### src/verilog/point_monitor_pkg.sv
`default_nettype none
package point_monitor_pkg;
  // point numbering and widths
  localparam int NUM_POINTS = 48;
  localparam int PT_W = 6;
  localparam int ADDR_W = 8;
  localparam int CHECKSUM_POINT = 16;
  localparam int LOCAL_XFER_POINT = 45;
  localparam int FAULT_DETECTOR_POINT = 47;
  localparam int TRIP_BUS_POINT = 48;
  // timing: 1 ms tick, persistence in seconds
  localparam int CLK_PERIOD_NS = 8;
  localparam int TICK_NS = 1000000;
  localparam int TICK_CYCLES = TICK_NS / CLK_PERIOD_NS;
  localparam int PERSIST_S = 5;
  localparam int TICKS_PER_S = 1000;
  localparam int PERSIST_TICKS = PERSIST_S * TICKS_PER_S;
  // register byte offsets
  localparam logic [7:0] CTRL_OFS = 8'h00;
  localparam logic [7:0] STATUS_OFS = 8'h04;
  localparam logic [7:0] IRQ_STAT_OFS = 8'h08;
  localparam logic [7:0] IRQ_MASK_OFS = 8'h0C;
  localparam logic [7:0] ABN_LO_OFS = 8'h10;
  localparam logic [7:0] ABN_HI_OFS = 8'h14;
  localparam logic [7:0] TRIP_LO_OFS = 8'h18;
  localparam logic [7:0] TRIP_HI_OFS = 8'h1C;
  // field positions and reset values
  localparam int CTRL_EN_BIT = 0;
  localparam int CTRL_CLR_BIT = 1;
  localparam logic CTRL_EN_RESET = 1'b1;
  localparam int IRQ_W = 3;
  localparam int IRQ_ALARM_BIT = 0;
  localparam int IRQ_TRIP_BIT = 1;
  localparam int IRQ_SUPPLY_BIT = 2;
  localparam logic [IRQ_W-1:0] IRQ_MASK_RESET = 3'h0;
  localparam int STAT_ALARM_BIT = 0;
  localparam int STAT_SUPPLY_BIT = 1;
  localparam int STAT_CNT_LSB = 8;
  localparam logic [7:0] TX_TERM = 8'h00;
  // front display stepping
  typedef enum logic {STEP_IDLE = 1'b0, STEP_SEEK = 1'b1} step_state_type;
  // serial answer sequencer
  typedef enum logic [1:0] {TX_IDLE = 2'b00, TX_SCAN = 2'b01, TX_SEND = 2'b10} tx_state_type;
endpackage
`default_nettype wire

### src/verilog/point_scan_if.sv
`timescale 1ns/1ps
`default_nettype none
// carries the tick and abnormal flags to the timers and persisted flags back
interface point_scan_if #(parameter int N = 48);
  logic tick;
  logic [N-1:0] abnormal;
  logic [N-1:0] persisted;
  modport timer(input tick, input abnormal, output persisted);
  modport ctrl(output tick, output abnormal, input persisted);
endinterface
`default_nettype wire

### src/verilog/point_persist.sv
`timescale 1ns/1ps
`default_nettype none
module point_persist #(
  parameter int N = point_monitor_pkg::NUM_POINTS,
  parameter int LIMIT = point_monitor_pkg::PERSIST_TICKS
) (
  input wire logic clk_i,
  input wire logic rst_i,
  input wire logic ce_i,
  point_scan_if.timer scan
);
  import point_monitor_pkg::*;
  localparam int CW = $clog2(LIMIT + 2);

  // refuse a LIMIT or N below 1
  if (LIMIT < 1 || N < 1) begin : g_bad
    $error("point_persist: bad LIMIT or N");
  end

  for (genvar g = 0; g < N; g++) begin : g_pt
    logic [CW-1:0] cnt_reg, cnt_next; // ticks spent abnormal
    logic hit_reg, hit_next; // held past the limit

    // next count: restart on normal, count ticks while abnormal
    always_comb begin
      cnt_next = cnt_reg;
      hit_next = hit_reg;
      // RULE10 restart on normal
      if (!scan.abnormal[g]) begin
        cnt_next = '0;
        hit_next = 1'b0;
      end else if (scan.tick && !hit_reg) begin
        // RULE1 strictly beyond limit
        if (cnt_reg == CW'(LIMIT)) begin
          hit_next = 1'b1;
        end else begin
          cnt_next = cnt_reg + CW'(1);
        end
      end
    end

    // register timer state
    always_ff @(posedge clk_i) begin
      if (rst_i) begin
        cnt_reg <= '0;
        hit_reg <= 1'b0;
      end else if (ce_i) begin
        cnt_reg <= cnt_next;
        hit_reg <= hit_next;
      end
    end

    assign scan.persisted[g] = hit_reg;

  end
endmodule
`default_nettype wire

### src/verilog/point_monitor_alarm.sv
// Our own choices: the Wishbone slave port and the address map.
`timescale 1ns/1ps
`default_nettype none
// Functional notes
// RULE1 - point abnormal past persistence closes alarm
// RULE2 - alarm also lights stored data indicator
// RULE3 - step shows next abnormal point number
// RULE4 - serial request sends all abnormal numbers
// RULE5 - capture point states at each trip
// RULE6 - point 48 trip bus, abnormal high
// RULE7 - point 47 fault detector, abnormal high
// RULE8 - reported number is input index; 16 checksum
// RULE9 - supply fault disables monitor and panel
// RULE10 - persistence timer restarts when point normal
module point_monitor_alarm #(
  parameter int CYCLES_PER_TICK = point_monitor_pkg::TICK_CYCLES,
  parameter int PERSIST_TICKS = point_monitor_pkg::PERSIST_TICKS,
  parameter logic [point_monitor_pkg::NUM_POINTS-1:0] ABNORMAL_HIGH = '1
) (
  input wire logic clk_i,
  input wire logic rst_i,
  input wire logic ce_i,
  input wire logic [point_monitor_pkg::NUM_POINTS-1:0] points_i,
  input wire logic checksum_err_i,
  input wire logic dc_fault_i,
  input wire logic view_trip_i,
  input wire logic step_i,
  input wire logic serial_req_i,
  input wire logic serial_trip_i,
  input wire logic tx_ready_i,
  output logic [7:0] tx_data_o,
  output logic tx_valid_o,
  output logic [point_monitor_pkg::PT_W-1:0] display_point_o,
  output logic display_on_o,
  output logic alarm_contact_o,
  output logic monitor_record_view_led_o,
  output logic irq_o,
  input wire logic wb_cyc_i,
  input wire logic wb_stb_i,
  input wire logic wb_we_i,
  input wire logic [point_monitor_pkg::ADDR_W-1:0] wb_adr_i,
  input wire logic [3:0] wb_sel_i,
  input wire logic [31:0] wb_dat_i,
  output logic [31:0] wb_dat_o,
  output logic wb_ack_o
);
  import point_monitor_pkg::*;
  localparam int N = NUM_POINTS;
  localparam int TW = $clog2(CYCLES_PER_TICK);
  // polarity with trip bus and fault detector forced high
  localparam logic [N-1:0] POL = ABNORMAL_HIGH
    | (N'(1) << (TRIP_BUS_POINT - 1)) | (N'(1) << (FAULT_DETECTOR_POINT - 1));

  if (CYCLES_PER_TICK < 2 || PERSIST_TICKS < 1 || N > 63) begin : g_bad
    $error("point_monitor_alarm: unsupported parameter values");
  end

  point_scan_if #(.N(N)) scan ();

  point_persist #(.N(N), .LIMIT(PERSIST_TICKS)) u_persist (
    .clk_i(clk_i),
    .rst_i(rst_i),
    .ce_i(ce_i),
    .scan(scan)
  );

  // ---- pin synchronisers ----
  logic [N-1:0] pt_s1_reg, pt_s1_next, pt_reg, pt_next; // point levels
  logic [2:0] misc_s1_reg, misc_s1_next, misc_reg, misc_next; // dc, view, step
  logic step_old_reg, step_old_next; // step level one cycle back

  // two flops per pin; edge detect reads only the second
  always_comb begin
    pt_s1_next = points_i;
    pt_next = pt_s1_reg;
    misc_s1_next = {step_i, view_trip_i, dc_fault_i};
    misc_next = misc_s1_reg;
    step_old_next = misc_reg[2];
  end

  always_ff @(posedge clk_i) begin
    if (rst_i) begin
      pt_s1_reg <= '0;
      pt_reg <= '0;
      misc_s1_reg <= '0;
      misc_reg <= '0;
      step_old_reg <= 1'b0;
    end else if (ce_i) begin
      pt_s1_reg <= pt_s1_next;
      pt_reg <= pt_next;
      misc_s1_reg <= misc_s1_next;
      misc_reg <= misc_next;
      step_old_reg <= step_old_next;
    end
  end

  logic dc_bad; // supply fault seen
  logic view_trip; // trip data view selected
  logic step_edge; // one press of the step control
  assign dc_bad = misc_reg[0];
  assign view_trip = misc_reg[1];
  assign step_edge = misc_reg[2] && !step_old_reg;

  // ---- registers held by software ----
  logic ctrl_en_reg, ctrl_en_next; // monitor enable
  logic [IRQ_W-1:0] irq_stat_reg, irq_stat_next; // sticky events
  logic [IRQ_W-1:0] irq_mask_reg, irq_mask_next; // event enables
  logic active; // monitor running
  // RULE9 supply fault disables
  assign active = ctrl_en_reg && !dc_bad;

  // abnormal vector, point k on bit k-1
  logic [N-1:0] abn;
  always_comb begin
    // RULE6 trip bus high
    // RULE7 fault detector high
    abn = ~(pt_reg ^ POL);
    // RULE8 point 16 checksum
    abn[CHECKSUM_POINT-1] = checksum_err_i;
    if (!active) begin
      abn = '0;
    end
  end
  assign scan.abnormal = abn;

  // ---- 1 ms tick prescaler ----
  logic [TW-1:0] tick_cnt_reg, tick_cnt_next; // cycles in this tick
  logic tick_reg, tick_next; // one cycle per ms

  always_comb begin
    tick_cnt_next = tick_cnt_reg + TW'(1);
    tick_next = 1'b0;
    if (tick_cnt_reg == TW'(CYCLES_PER_TICK - 1)) begin
      tick_cnt_next = '0;
      tick_next = 1'b1;
    end
  end

  always_ff @(posedge clk_i) begin
    if (rst_i) begin
      tick_cnt_reg <= '0;
      tick_reg <= 1'b0;
    end else if (ce_i) begin
      tick_cnt_reg <= tick_cnt_next;
      tick_reg <= tick_next;
    end
  end
  assign scan.tick = tick_reg;

  // ---- alarm contact, indicator and trip record ----
  logic alarm_reg, alarm_next; // alarm contact closed
  logic led_reg, led_next; // stored data indicator
  logic trip_old_reg, trip_old_next; // trip bus one cycle back
  logic trip_edge; // trip bus went abnormal
  logic [N-1:0] trip_rec_reg, trip_rec_next; // point states at trip
  logic [7:0] trip_cnt_reg, trip_cnt_next; // trips recorded
  logic clr_trip; // software clears record
  assign trip_edge = abn[TRIP_BUS_POINT-1] && !trip_old_reg;

  always_comb begin
    // RULE1 alarm on persisted
    alarm_next = active && (|scan.persisted);
    // RULE2 indicator with alarm
    led_next = alarm_next;
    trip_old_next = abn[TRIP_BUS_POINT-1];
    trip_rec_next = trip_rec_reg;
    trip_cnt_next = trip_cnt_reg;
    if (clr_trip) begin
      trip_rec_next = '0;
      trip_cnt_next = '0;
    end
    // RULE5 capture on trip
    if (trip_edge) begin
      trip_rec_next = abn;
      trip_cnt_next = trip_cnt_reg + 8'h01;
    end
  end

  always_ff @(posedge clk_i) begin
    if (rst_i) begin
      alarm_reg <= 1'b0;
      led_reg <= 1'b0;
      trip_old_reg <= 1'b0;
      trip_rec_reg <= '0;
      trip_cnt_reg <= '0;
    end else if (ce_i) begin
      alarm_reg <= alarm_next;
      led_reg <= led_next;
      trip_old_reg <= trip_old_next;
      trip_rec_reg <= trip_rec_next;
      trip_cnt_reg <= trip_cnt_next;
    end
  end
  assign alarm_contact_o = alarm_reg;
  assign monitor_record_view_led_o = led_reg;

  // ---- front display stepping ----
  step_state_type step_reg, step_next; // seek state
  logic [PT_W-1:0] probe_reg, probe_next; // index under test
  logic [PT_W-1:0] left_reg, left_next; // indices still to test
  logic [PT_W-1:0] disp_reg, disp_next; // shown point number
  logic disp_on_reg, disp_on_next; // display lit
  logic [N-1:0] view_src; // vector the panel walks
  assign view_src = view_trip ? trip_rec_reg : scan.persisted;

  always_comb begin
    step_next = step_reg;
    probe_next = probe_reg;
    left_next = left_reg;
    disp_next = disp_reg;
    disp_on_next = disp_on_reg;
    unique case (step_reg)
      STEP_IDLE: begin
        // RULE3 step starts seek
        if (step_edge && active) begin
          step_next = STEP_SEEK;
          probe_next = (disp_on_reg && disp_reg != PT_W'(N)) ? disp_reg : '0;
          left_next = PT_W'(N);
        end
      end
      STEP_SEEK: begin
        if (left_reg == '0) begin
          // nothing abnormal: blank
          disp_on_next = 1'b0;
          step_next = STEP_IDLE;
        end else if (view_src[probe_reg]) begin
          // RULE8 number is index plus one
          disp_next = probe_reg + PT_W'(1);
          disp_on_next = 1'b1;
          step_next = STEP_IDLE;
        end else begin
          probe_next = (probe_reg == PT_W'(N - 1)) ? '0 : probe_reg + PT_W'(1);
          left_next = left_reg - PT_W'(1);
        end
      end
    endcase
    // RULE9 panel dark on fault
    if (!active) begin
      step_next = STEP_IDLE;
      disp_on_next = 1'b0;
    end
  end

  always_ff @(posedge clk_i) begin
    if (rst_i) begin
      step_reg <= STEP_IDLE;
      probe_reg <= '0;
      left_reg <= '0;
      disp_reg <= '0;
      disp_on_reg <= 1'b0;
    end else if (ce_i) begin
      step_reg <= step_next;
      probe_reg <= probe_next;
      left_reg <= left_next;
      disp_reg <= disp_next;
      disp_on_reg <= disp_on_next;
    end
  end
  assign display_point_o = disp_reg;
  assign display_on_o = disp_on_reg;

  // ---- serial answer: numbers then terminator ----
  tx_state_type tx_reg, tx_next; // sequencer state
  logic [PT_W-1:0] idx_reg, idx_next; // index being scanned
  logic tx_trip_reg, tx_trip_next; // answer from trip record
  logic [7:0] txd_reg, txd_next; // byte offered
  logic txv_reg, txv_next; // byte valid
  logic [N-1:0] tx_src; // vector being reported
  assign tx_src = tx_trip_reg ? trip_rec_reg : scan.persisted;

  always_comb begin
    tx_next = tx_reg;
    idx_next = idx_reg;
    tx_trip_next = tx_trip_reg;
    txd_next = txd_reg;
    txv_next = txv_reg;
    unique case (tx_reg)
      TX_IDLE: begin
        // RULE4 request starts scan
        if (serial_req_i && active) begin
          tx_next = TX_SCAN;
          idx_next = '0;
          tx_trip_next = serial_trip_i;
        end
      end
      TX_SCAN: begin
        if (idx_reg == PT_W'(N)) begin
          txd_next = TX_TERM;
          txv_next = 1'b1;
          tx_next = TX_SEND;
        end else if (tx_src[idx_reg]) begin
          txd_next = 8'(idx_reg) + 8'h01;
          txv_next = 1'b1;
          tx_next = TX_SEND;
        end else begin
          idx_next = idx_reg + PT_W'(1);
        end
      end
      TX_SEND: begin
        if (tx_ready_i) begin
          txv_next = 1'b0;
          tx_next = (idx_reg == PT_W'(N)) ? TX_IDLE : TX_SCAN;
          idx_next = (idx_reg == PT_W'(N)) ? idx_reg : idx_reg + PT_W'(1);
        end
      end
      default: tx_next = TX_IDLE;
    endcase
    // RULE9 stop answering on fault
    if (!active && tx_reg != TX_SEND) begin
      tx_next = TX_IDLE;
      // a hit found in this cycle must not leave valid stuck high
      txv_next = 1'b0;
    end
  end

  always_ff @(posedge clk_i) begin
    if (rst_i) begin
      tx_reg <= TX_IDLE;
      idx_reg <= '0;
      tx_trip_reg <= 1'b0;
      txd_reg <= '0;
      txv_reg <= 1'b0;
    end else if (ce_i) begin
      tx_reg <= tx_next;
      idx_reg <= idx_next;
      tx_trip_reg <= tx_trip_next;
      txd_reg <= txd_next;
      txv_reg <= txv_next;
    end
  end
  assign tx_data_o = txd_reg;
  assign tx_valid_o = txv_reg;

  // ---- wishbone slave and interrupt ----
  logic ack_reg, ack_next; // one-cycle answer
  logic [31:0] dat_reg, dat_next; // read data
  logic irq_reg, irq_next; // interrupt level
  logic alarm_old_reg, alarm_old_next; // alarm one cycle back
  logic dc_old_reg, dc_old_next; // supply fault one cycle back
  logic take, wr; // request accepted, and is a write
  logic [IRQ_W-1:0] events; // this cycle's events
  assign take = wb_cyc_i && wb_stb_i && !ack_reg;
  assign wr = take && wb_we_i && wb_sel_i[0];
  assign clr_trip = wr && wb_adr_i == CTRL_OFS && wb_dat_i[CTRL_CLR_BIT];
  assign events = {dc_bad && !dc_old_reg, trip_edge, alarm_next && !alarm_old_reg};

  always_comb begin
    ack_next = take;
    dat_next = '0;
    ctrl_en_next = ctrl_en_reg;
    irq_mask_next = irq_mask_reg;
    irq_stat_next = irq_stat_reg;
    alarm_old_next = alarm_next;
    dc_old_next = dc_bad;
    if (wr && wb_adr_i == CTRL_OFS) begin
      ctrl_en_next = wb_dat_i[CTRL_EN_BIT];
    end
    if (wr && wb_adr_i == IRQ_MASK_OFS) begin
      irq_mask_next = wb_dat_i[IRQ_W-1:0];
    end
    if (wr && wb_adr_i == IRQ_STAT_OFS) begin
      irq_stat_next = irq_stat_reg & ~wb_dat_i[IRQ_W-1:0];
    end
    // a new event wins over a clear
    irq_stat_next = irq_stat_next | events;
    irq_next = |(irq_stat_next & irq_mask_next);
    if (take && !wb_we_i) begin
      unique case (wb_adr_i)
        CTRL_OFS: dat_next[CTRL_EN_BIT] = ctrl_en_reg;
        STATUS_OFS: begin
          dat_next[STAT_ALARM_BIT] = alarm_reg;
          dat_next[STAT_SUPPLY_BIT] = dc_bad;
          dat_next[STAT_CNT_LSB +: 8] = trip_cnt_reg;
        end
        IRQ_STAT_OFS: dat_next[IRQ_W-1:0] = irq_stat_reg;
        IRQ_MASK_OFS: dat_next[IRQ_W-1:0] = irq_mask_reg;
        ABN_LO_OFS: dat_next = abn[31:0];
        ABN_HI_OFS: dat_next[N-33:0] = abn[N-1:32];
        TRIP_LO_OFS: dat_next = trip_rec_reg[31:0];
        TRIP_HI_OFS: dat_next[N-33:0] = trip_rec_reg[N-1:32];
        default: dat_next = '0;
      endcase
    end
  end

  always_ff @(posedge clk_i) begin
    if (rst_i) begin
      ack_reg <= 1'b0;
      dat_reg <= '0;
      ctrl_en_reg <= CTRL_EN_RESET;
      irq_mask_reg <= IRQ_MASK_RESET;
      irq_stat_reg <= '0;
      irq_reg <= 1'b0;
      alarm_old_reg <= 1'b0;
      dc_old_reg <= 1'b0;
    end else if (ce_i) begin
      ack_reg <= ack_next;
      dat_reg <= dat_next;
      ctrl_en_reg <= ctrl_en_next;
      irq_mask_reg <= irq_mask_next;
      irq_stat_reg <= irq_stat_next;
      irq_reg <= irq_next;
      alarm_old_reg <= alarm_old_next;
      dc_old_reg <= dc_old_next;
    end
  end
  assign wb_ack_o = ack_reg;
  assign wb_dat_o = dat_reg;
  assign irq_o = irq_reg;
endmodule
`default_nettype wire

### config.mk
export PLATFORM = sky130hd
export DESIGN_NAME = point_monitor_alarm
export DESIGN_NICKNAME = d
export VERILOG_FILES = /design/src/verilog/point_monitor_pkg.sv /design/src/verilog/point_scan_if.sv /design/src/verilog/point_persist.sv /design/src/verilog/point_monitor_alarm.sv
export SDC_FILE = /design/constraint.sdc
export NUM_CORES = 2
export LEC_CHECK = 0
export BUFFER_PORTS_ARGS = -buffer_cell sky130_fd_sc_hd__buf_2
export CORE_MARGIN = 2
export CORE_UTILIZATION = 59
export DETAILED_ROUTE_END_ITERATION = 8
export PLACE_DENSITY = 0.76
export SLEW_MARGIN = 40
export SYNTH_ARGS = -nofsm -noshare
export SYNTH_HDL_FRONTEND = slang
export SYNTH_HIERARCHICAL = 1
export SYNTH_SLANG_ARGS = --single-unit
### constraint.sdc
create_clock -name clk_i -period 3.55 [get_ports clk_i]
set_clock_uncertainty 0.2 [all_clocks]
set_input_delay 0.1775 -clock clk_i [delete_from_list [all_inputs] [get_ports clk_i]]
set_output_delay 0.1775 -clock clk_i [all_outputs]
set_load 0.05 [all_outputs]
### After elaboration in Yosys (flattened, before gate mapping)

Cells that the tools add are included.

| storage, ports and cells | value |
|---|---|
| output and inout bits | 52 |
| bits in registers | 931 |

| operators by class | value |
|---|---|
| muxes and demuxes | 349 |
| $lt $le $gt $ge | 2 |
| bitwise gates (word level) | 8 |
| eq/ne operators | 219 |
| reductions and logical operators | 238 |
| add/subtract/negate cells | 54 |

Operators with widths:

| cell | count |
|---|---|
| $mux W13 | 144 |
| $add A13 B1 Y13 const B | 48 |
| $eq A13 B13 Y1 const B | 48 |
| $ne A2 B2 Y1 const B | 151 |
| $reduce_and A3 Y1 | 99 |
| $mux W48 | 5 |
| $mux W1 | 160 |
| $not A48 Y48 | 2 |
| $mux W6 | 13 |
| $logic_and A1 B1 Y1 | 67 |
| $logic_not A1 Y1 | 56 |
| $reduce_or A48 Y1 | 1 |
| $pmux W8 S5 | 1 |
| $eq A8 B5 Y1 const B | 4 |
| $mux W32 | 1 |
| $mux W8 | 4 |
| $pmux W16 S2 | 1 |
| $pmux W6 S2 | 2 |
| $pmux W5 S4 | 1 |
| $pmux W6 S3 | 1 |
| $add A17 B1 Y17 const B | 1 |
| $eq A17 B17 Y1 const B | 1 |
| $mux W17 | 1 |
| $eq A8 B4 Y1 const B | 2 |
| 35 further kinds | 56 |

### Longest topological paths before layout

| depth | value |
|---|---|
| word-level depth | 9 |
| depth in mapped cells | 11 |
| gate-level depth less buffers | 8 |

### By module

Netlist, hierarchy kept.

Modules (own cells, without submodules):

| module | cells an instance | times used | area an instance (µm²) |
|---|---|---|---|
| point_persist | 4,783 | 1 | 37,442.2 |
| point_monitor_alarm | 1,432 | 1 | 12,986.2 |

### Worst setup path before layout

Ideal clock, no wire load.

| timing | value |
|---|---|
| kind | register to register |
| from | reg idx_reg[1] |
| to | reg idx_reg[3] |
| period minus slack after synthesis | 2.925 ns |
| data required time | 3.258 ns |
| arrival time | 2.633 ns |
| path buffers | 1 |
| slack | 0.625 ns |
| cell stages (with the launch flop) | 9 |
| library setup time | 0.092 ns |
| cell sequence | dfxtp_1 > buf_6 > mux4_2 > mux4_2 > mux2_2 > nand3_2 > a31oi_4 > or3_1 > o32ai_1 |

| between the ends | value |
|---|---|
| cells in the longest elaborated chain, start to end | 4 |
| elaborated cells on any way between the ends | 13 |
| those cells by class | add/sub: 1; eq/ne: 4; mux: 7; reduce/logical: 1 |

Ends and longest elaborated chain:

| element | line | text |
|---|---|---|
| start, declared | point_monitor_alarm.sv:264 | `logic [PT_W-1:0] idx_reg, idx_next;` |
| start signal, assigned | point_monitor_alarm.sv:325 | `idx_reg <= idx_next;` |
| $bmux W1 S6 / $add A6 B1 Y6 (equally long branches) | point_monitor_alarm.sv:291, point_monitor_alarm.sv:296, point_monitor_alarm.sv:303 |  |
| $mux W1 (implied by the code) (tied with other cells) | point_monitor_alarm.sv:291 | `end else if (tx_src[idx_reg]) begin` |
| $ne A2 B2 Y1 (no line) (tied with other cells) | n/a |  |
| $reduce_and A7 Y1 (no line) / $pmux W6 S3 (equally long branches) | n/a |  |

Several ways; a longest one is shown, not always the timed one. The select of a mux whose other input is x is not followed.
A chain may end at the register's enable or synchronous reset.

### Worst setup path in the final report

| timing | value |
|---|---|
| from | reg probe_reg[0] |
| to | reg probe_reg[1] |

| between the ends | value |
|---|---|
| cells in the longest elaborated chain, start to end | 5 |
| elaborated cells on any way between the ends | 10 |
| those cells by class | add/sub: 1; eq/ne: 2; mux: 6; reduce/logical: 1 |

Ends and longest elaborated chain:

| element | line | text |
|---|---|---|
| start, declared | point_monitor_alarm.sv:199 | `logic [PT_W-1:0] probe_reg, probe_next;` |
| start signal, assigned | point_monitor_alarm.sv:253 | `probe_reg <= probe_next;` |
| $add A6 B1 Y6 / $eq A6 B6 Y1 (equally long branches) | point_monitor_alarm.sv:232 | `probe_next = (probe_reg == PT_W'(N - 1)) ? '0 : probe_reg + PT_W'(1);` |
| $mux W6 | point_monitor_alarm.sv:232 |  |
| $mux W6 | point_monitor_alarm.sv:226 | `end else if (view_src[probe_reg]) begin` |
| $mux W6 | point_monitor_alarm.sv:222 | `if (left_reg == '0) begin` |
| $pmux W6 S2 | point_monitor_alarm.sv:212 | `unique case (step_reg)` |

Several ways; a longest one is shown, not always the timed one. The select of a mux whose other input is x is not followed.

==> impl_metrics.yaml <==
timing:
  rsz0062_at_grt: "no"
  timing.hold.ws_ns: 0.0683
  min_period_ns: 3.41
  timing.final.crit_share: 0.961
  slew_violations: 0
  max_freq_ghz: 0.293
  setup_violations: 0
  relSlewSlack: 0.411
  hold_viol: 0
  worstMarginPinSlew_ns: 0.883
  tns_ns: 0
clocking:
  cts_tree: "done"
  cts_buffers: 99
  cts_buffer_depth: 3
  clock_sinks: 928
  htree_levels: 3
  cts-root-buf: "clkbuf_16"
  clk_latency_ns: 0.69
  cts_setup_buffers: 0
  clkTransAtPathRegs_ns: 0.06
synth:
  synth_area_um2: 50400
  ys_async_sr_fraction: 0
  synth_top_area_cell: "dfxtp_1"
  ys_ff_latch: 928
  netlist_instances: 6215
  yosysSeqAreaShare: 0.368
  synth_area_leaders: "dfxtp_1, a21oi_1, nand2_1"
  yosysUniqueCellTypes: 109
  syn-num-nets: 6427
  synth_top_area_share: 0.368
  synth-edff-count: 0
  synth_ff_type: "dfxtp_1"
  yosys_warnings: 6
  syn_avg_cell_area_um2: 8.11
routing:
  initialDrtViolationCount: 4560
  num_vias: 48370
  drc: 0
  wirelength_um: 144000
  ant_nets: 0
  dr.pass1.iters: 6
  wl_per_cell_um: 19.0
  avgViaCountPerCell: 6.40
grt:
  gr-usage-met1: 0.410
  grt_overflow: 0
  grt_pass1_wl_um: 229000
  antenna_found_initial: 3
  grtUsageMet3: 0.0498
  grt_pass1_vias: 44225
  use_met2: 0.510
  grt_max_degree: 93
  grt-busiest-layer: "met2"
  grt.total_usage: 0.315
floorplan:
  rows: 107
  initial_core_util: 0.594
  ios: 157
  core_area_um2: 84900
  dieHeight_um: 296
  die_x_um: 296
  dieArea_um2: 87800
worst_setup_path:
  worstPathBufferInverterCount: 1
  cp_slowest_cell: "dfxtp_2"
  end_kind: "flop"
  r2r_cells: 8
  cp_slowest_stage_delay_ns: 0.60
  cp_max_fo: 12
  crit_arrival_ns: 3.75
  critPathKind: "flop to flop"
  cp.required_ns: 3.89
  path_cells: "buf_4 -> mux4_2 -> mux2i_1 -> mux2i_1 -> o211ai_1 -> a31oi_1 -> a2111oi_0 -> nor3_1"
  cp_num_cells: 8
  cp-start-kind: "flop"
  critical-path-top-delay-family: "compound AO/OA/AOI/OAI gates"
  crit_top_cell: "mux2i_1"
placed_design:
  hpwl_um: 97300
  port_buffers: 122
  dp.cells: 7288
  place_area_um2: 52200
  place.gp.congestion: 0.946
finish:
  largest_reg_flops: 624
  n_fill_cell: 6953
  stdcell_count: 7562
  nNetsFinal: 6549
  final_area_um2: 56600
  syn_to_final_growth_pct: 12.2
  drive_above_1_share: 0.0993
power:
  power.leakage_uw: 0.0198
  vdd_drop_max_uv: 453
  cellPowerDensity_nw_per_um2: 406
run:
  maxCapViolCount: 0
min_path:
  hold_path_class: "input pin to flop"
  hold_depth: 5
run_status:
  run_status: "completed"
path summary, 6_finish.rpt:
check                                 from                       endpoint  slack [ns]
max                           probe_reg[0]                   probe_reg[1]        0.14
min                               wb_cyc_i                    wb_dat_o[6]        0.07
max reg2reg                   probe_reg[0]                   probe_reg[1]        0.14
min reg2reg  u_persist/g_pt[8].cnt_reg[12]  u_persist/g_pt[8].cnt_reg[12]        0.27
tightest hold or removal path, delay by kind of cell:
kind                   cells  cell delay (ns)
AO/OA/AOI/OAI              2             0.19
buffers and inverters      1             0.10
AND/OR/NAND/NOR            2             0.41
cells by family after synthesis:
kind of cell	synth area share
adders and majority gates	0.0265
buffers and inverters	0.0475
other	0.0000744
and+or+nand+nor	0.289
xor gates and xnor gates	0.0217
muxes	0.0619
AOI/OAI and AO/OA	0.185
DFF	0.368
cell usage after synthesis, drive strengths merged, types with 66 or more instances:
cell and number:
dfxtp 928, a31oi 92, clkbuf 201, a21oi 520, nand3 361, mux2i 159, xnor2 66, o21ai 292
ha 107, nor2b 79, and2 143, nor4 101, nor3 181, nor2 567, and3 140, nand2 669
nand4 133, buf 138, inv 219
layer usage:
metal  wire, um  vias up
met1      59800    22996
met3      11000      411
met4       7030        2
met5         13        -
met2      66100     1920
li1           -    23041
per-stage QoR:
| step | total power, uW | util | setup WS [ns] |
|---|---|---|---|
| finish | 23000 | 0.666 | 0.138 |
| global route | 23600 | 0.666 | 0.00568 |
| CTS | 23000 | 0.666 | 0.113 |
| detailed placement | 12200 | 0.615 | 0.261 |
| global placement | 12200 | 0.615 | 0.306 |
| floorplan | 11700 | - | 0.625 |
cell usage in the layout (no fill, tap or decap), types with 30 or more instances in the layout:
master / Yosys / final
dfxtp_1: 928 / 926
nand2_1: 668 / 668
nor2_1: 567 / 566
a21oi_1: 514 / 512
nand3_1: 358 / 358
o21ai_0: 250 / 250
inv_1: 216 / 216
nor3_1: 176 / 175
mux2i_1: 159 / 159
and2_1: 141 / 141
and3_1: 140 / 140
buf_4: 52 / 137
nand4_1: 132 / 132
buf_2: 42 / 120
ha_1: 107 / 107
clkbuf_16: 0 / 101
a31oi_1: 91 / 91
dlygate4sd3_1: 0 / 91
nor4_1: 90 / 90
nor2b_1: 79 / 78
xnor2_1: 66 / 66
xor2_1: 59 / 59
or3_1: 58 / 57
or4_1: 56 / 56
nand2b_1: 52 / 52
mux4_2: 50 / 50
a41oi_1: 49 / 49
o21a_1: 43 / 43
o21ai_1: 42 / 42
a22oi_1: 40 / 40
and4_1: 39 / 39
o31ai_1: 38 / 37
mux2_2: 36 / 36
a211oi_1: 34 / 34
o211ai_1: 33 / 33
nor4b_1: 32 / 32
a311oi_1: 30 / 30
report_power, final:
group | leakage [uW] | internal (uW) | switching [uW]
combinational | 0.0106 | 484 | 987
clock | 0.00169 | 6500 | 4390
sequential | 0.00749 | 10500 | 98.1
timing repair:
action,4_1_cts,5_1_grt
hold buffers,91,0
endpoints found under the hold margin,157,0
gates resized for setup,0,0
layout make-up:
class | instances | area [um^2] | share of cell area
Clock inverter | 34 | 492 | 0.00869
Antenna cell | 2 | 5.00 | 0.0000885
Tap cell | 1144 | 1430 | 0.0253
Timing Repair Buffer | 360 | 2780 | 0.0491
Inverter | 225 | 852 | 0.0151
Multi-Input combinational cell | 4723 | 29500 | 0.522
Clock buffer | 146 | 2930 | 0.0517
Sequential cell | 928 | 18600 | 0.329
Power figures use the tool's default switching activity.
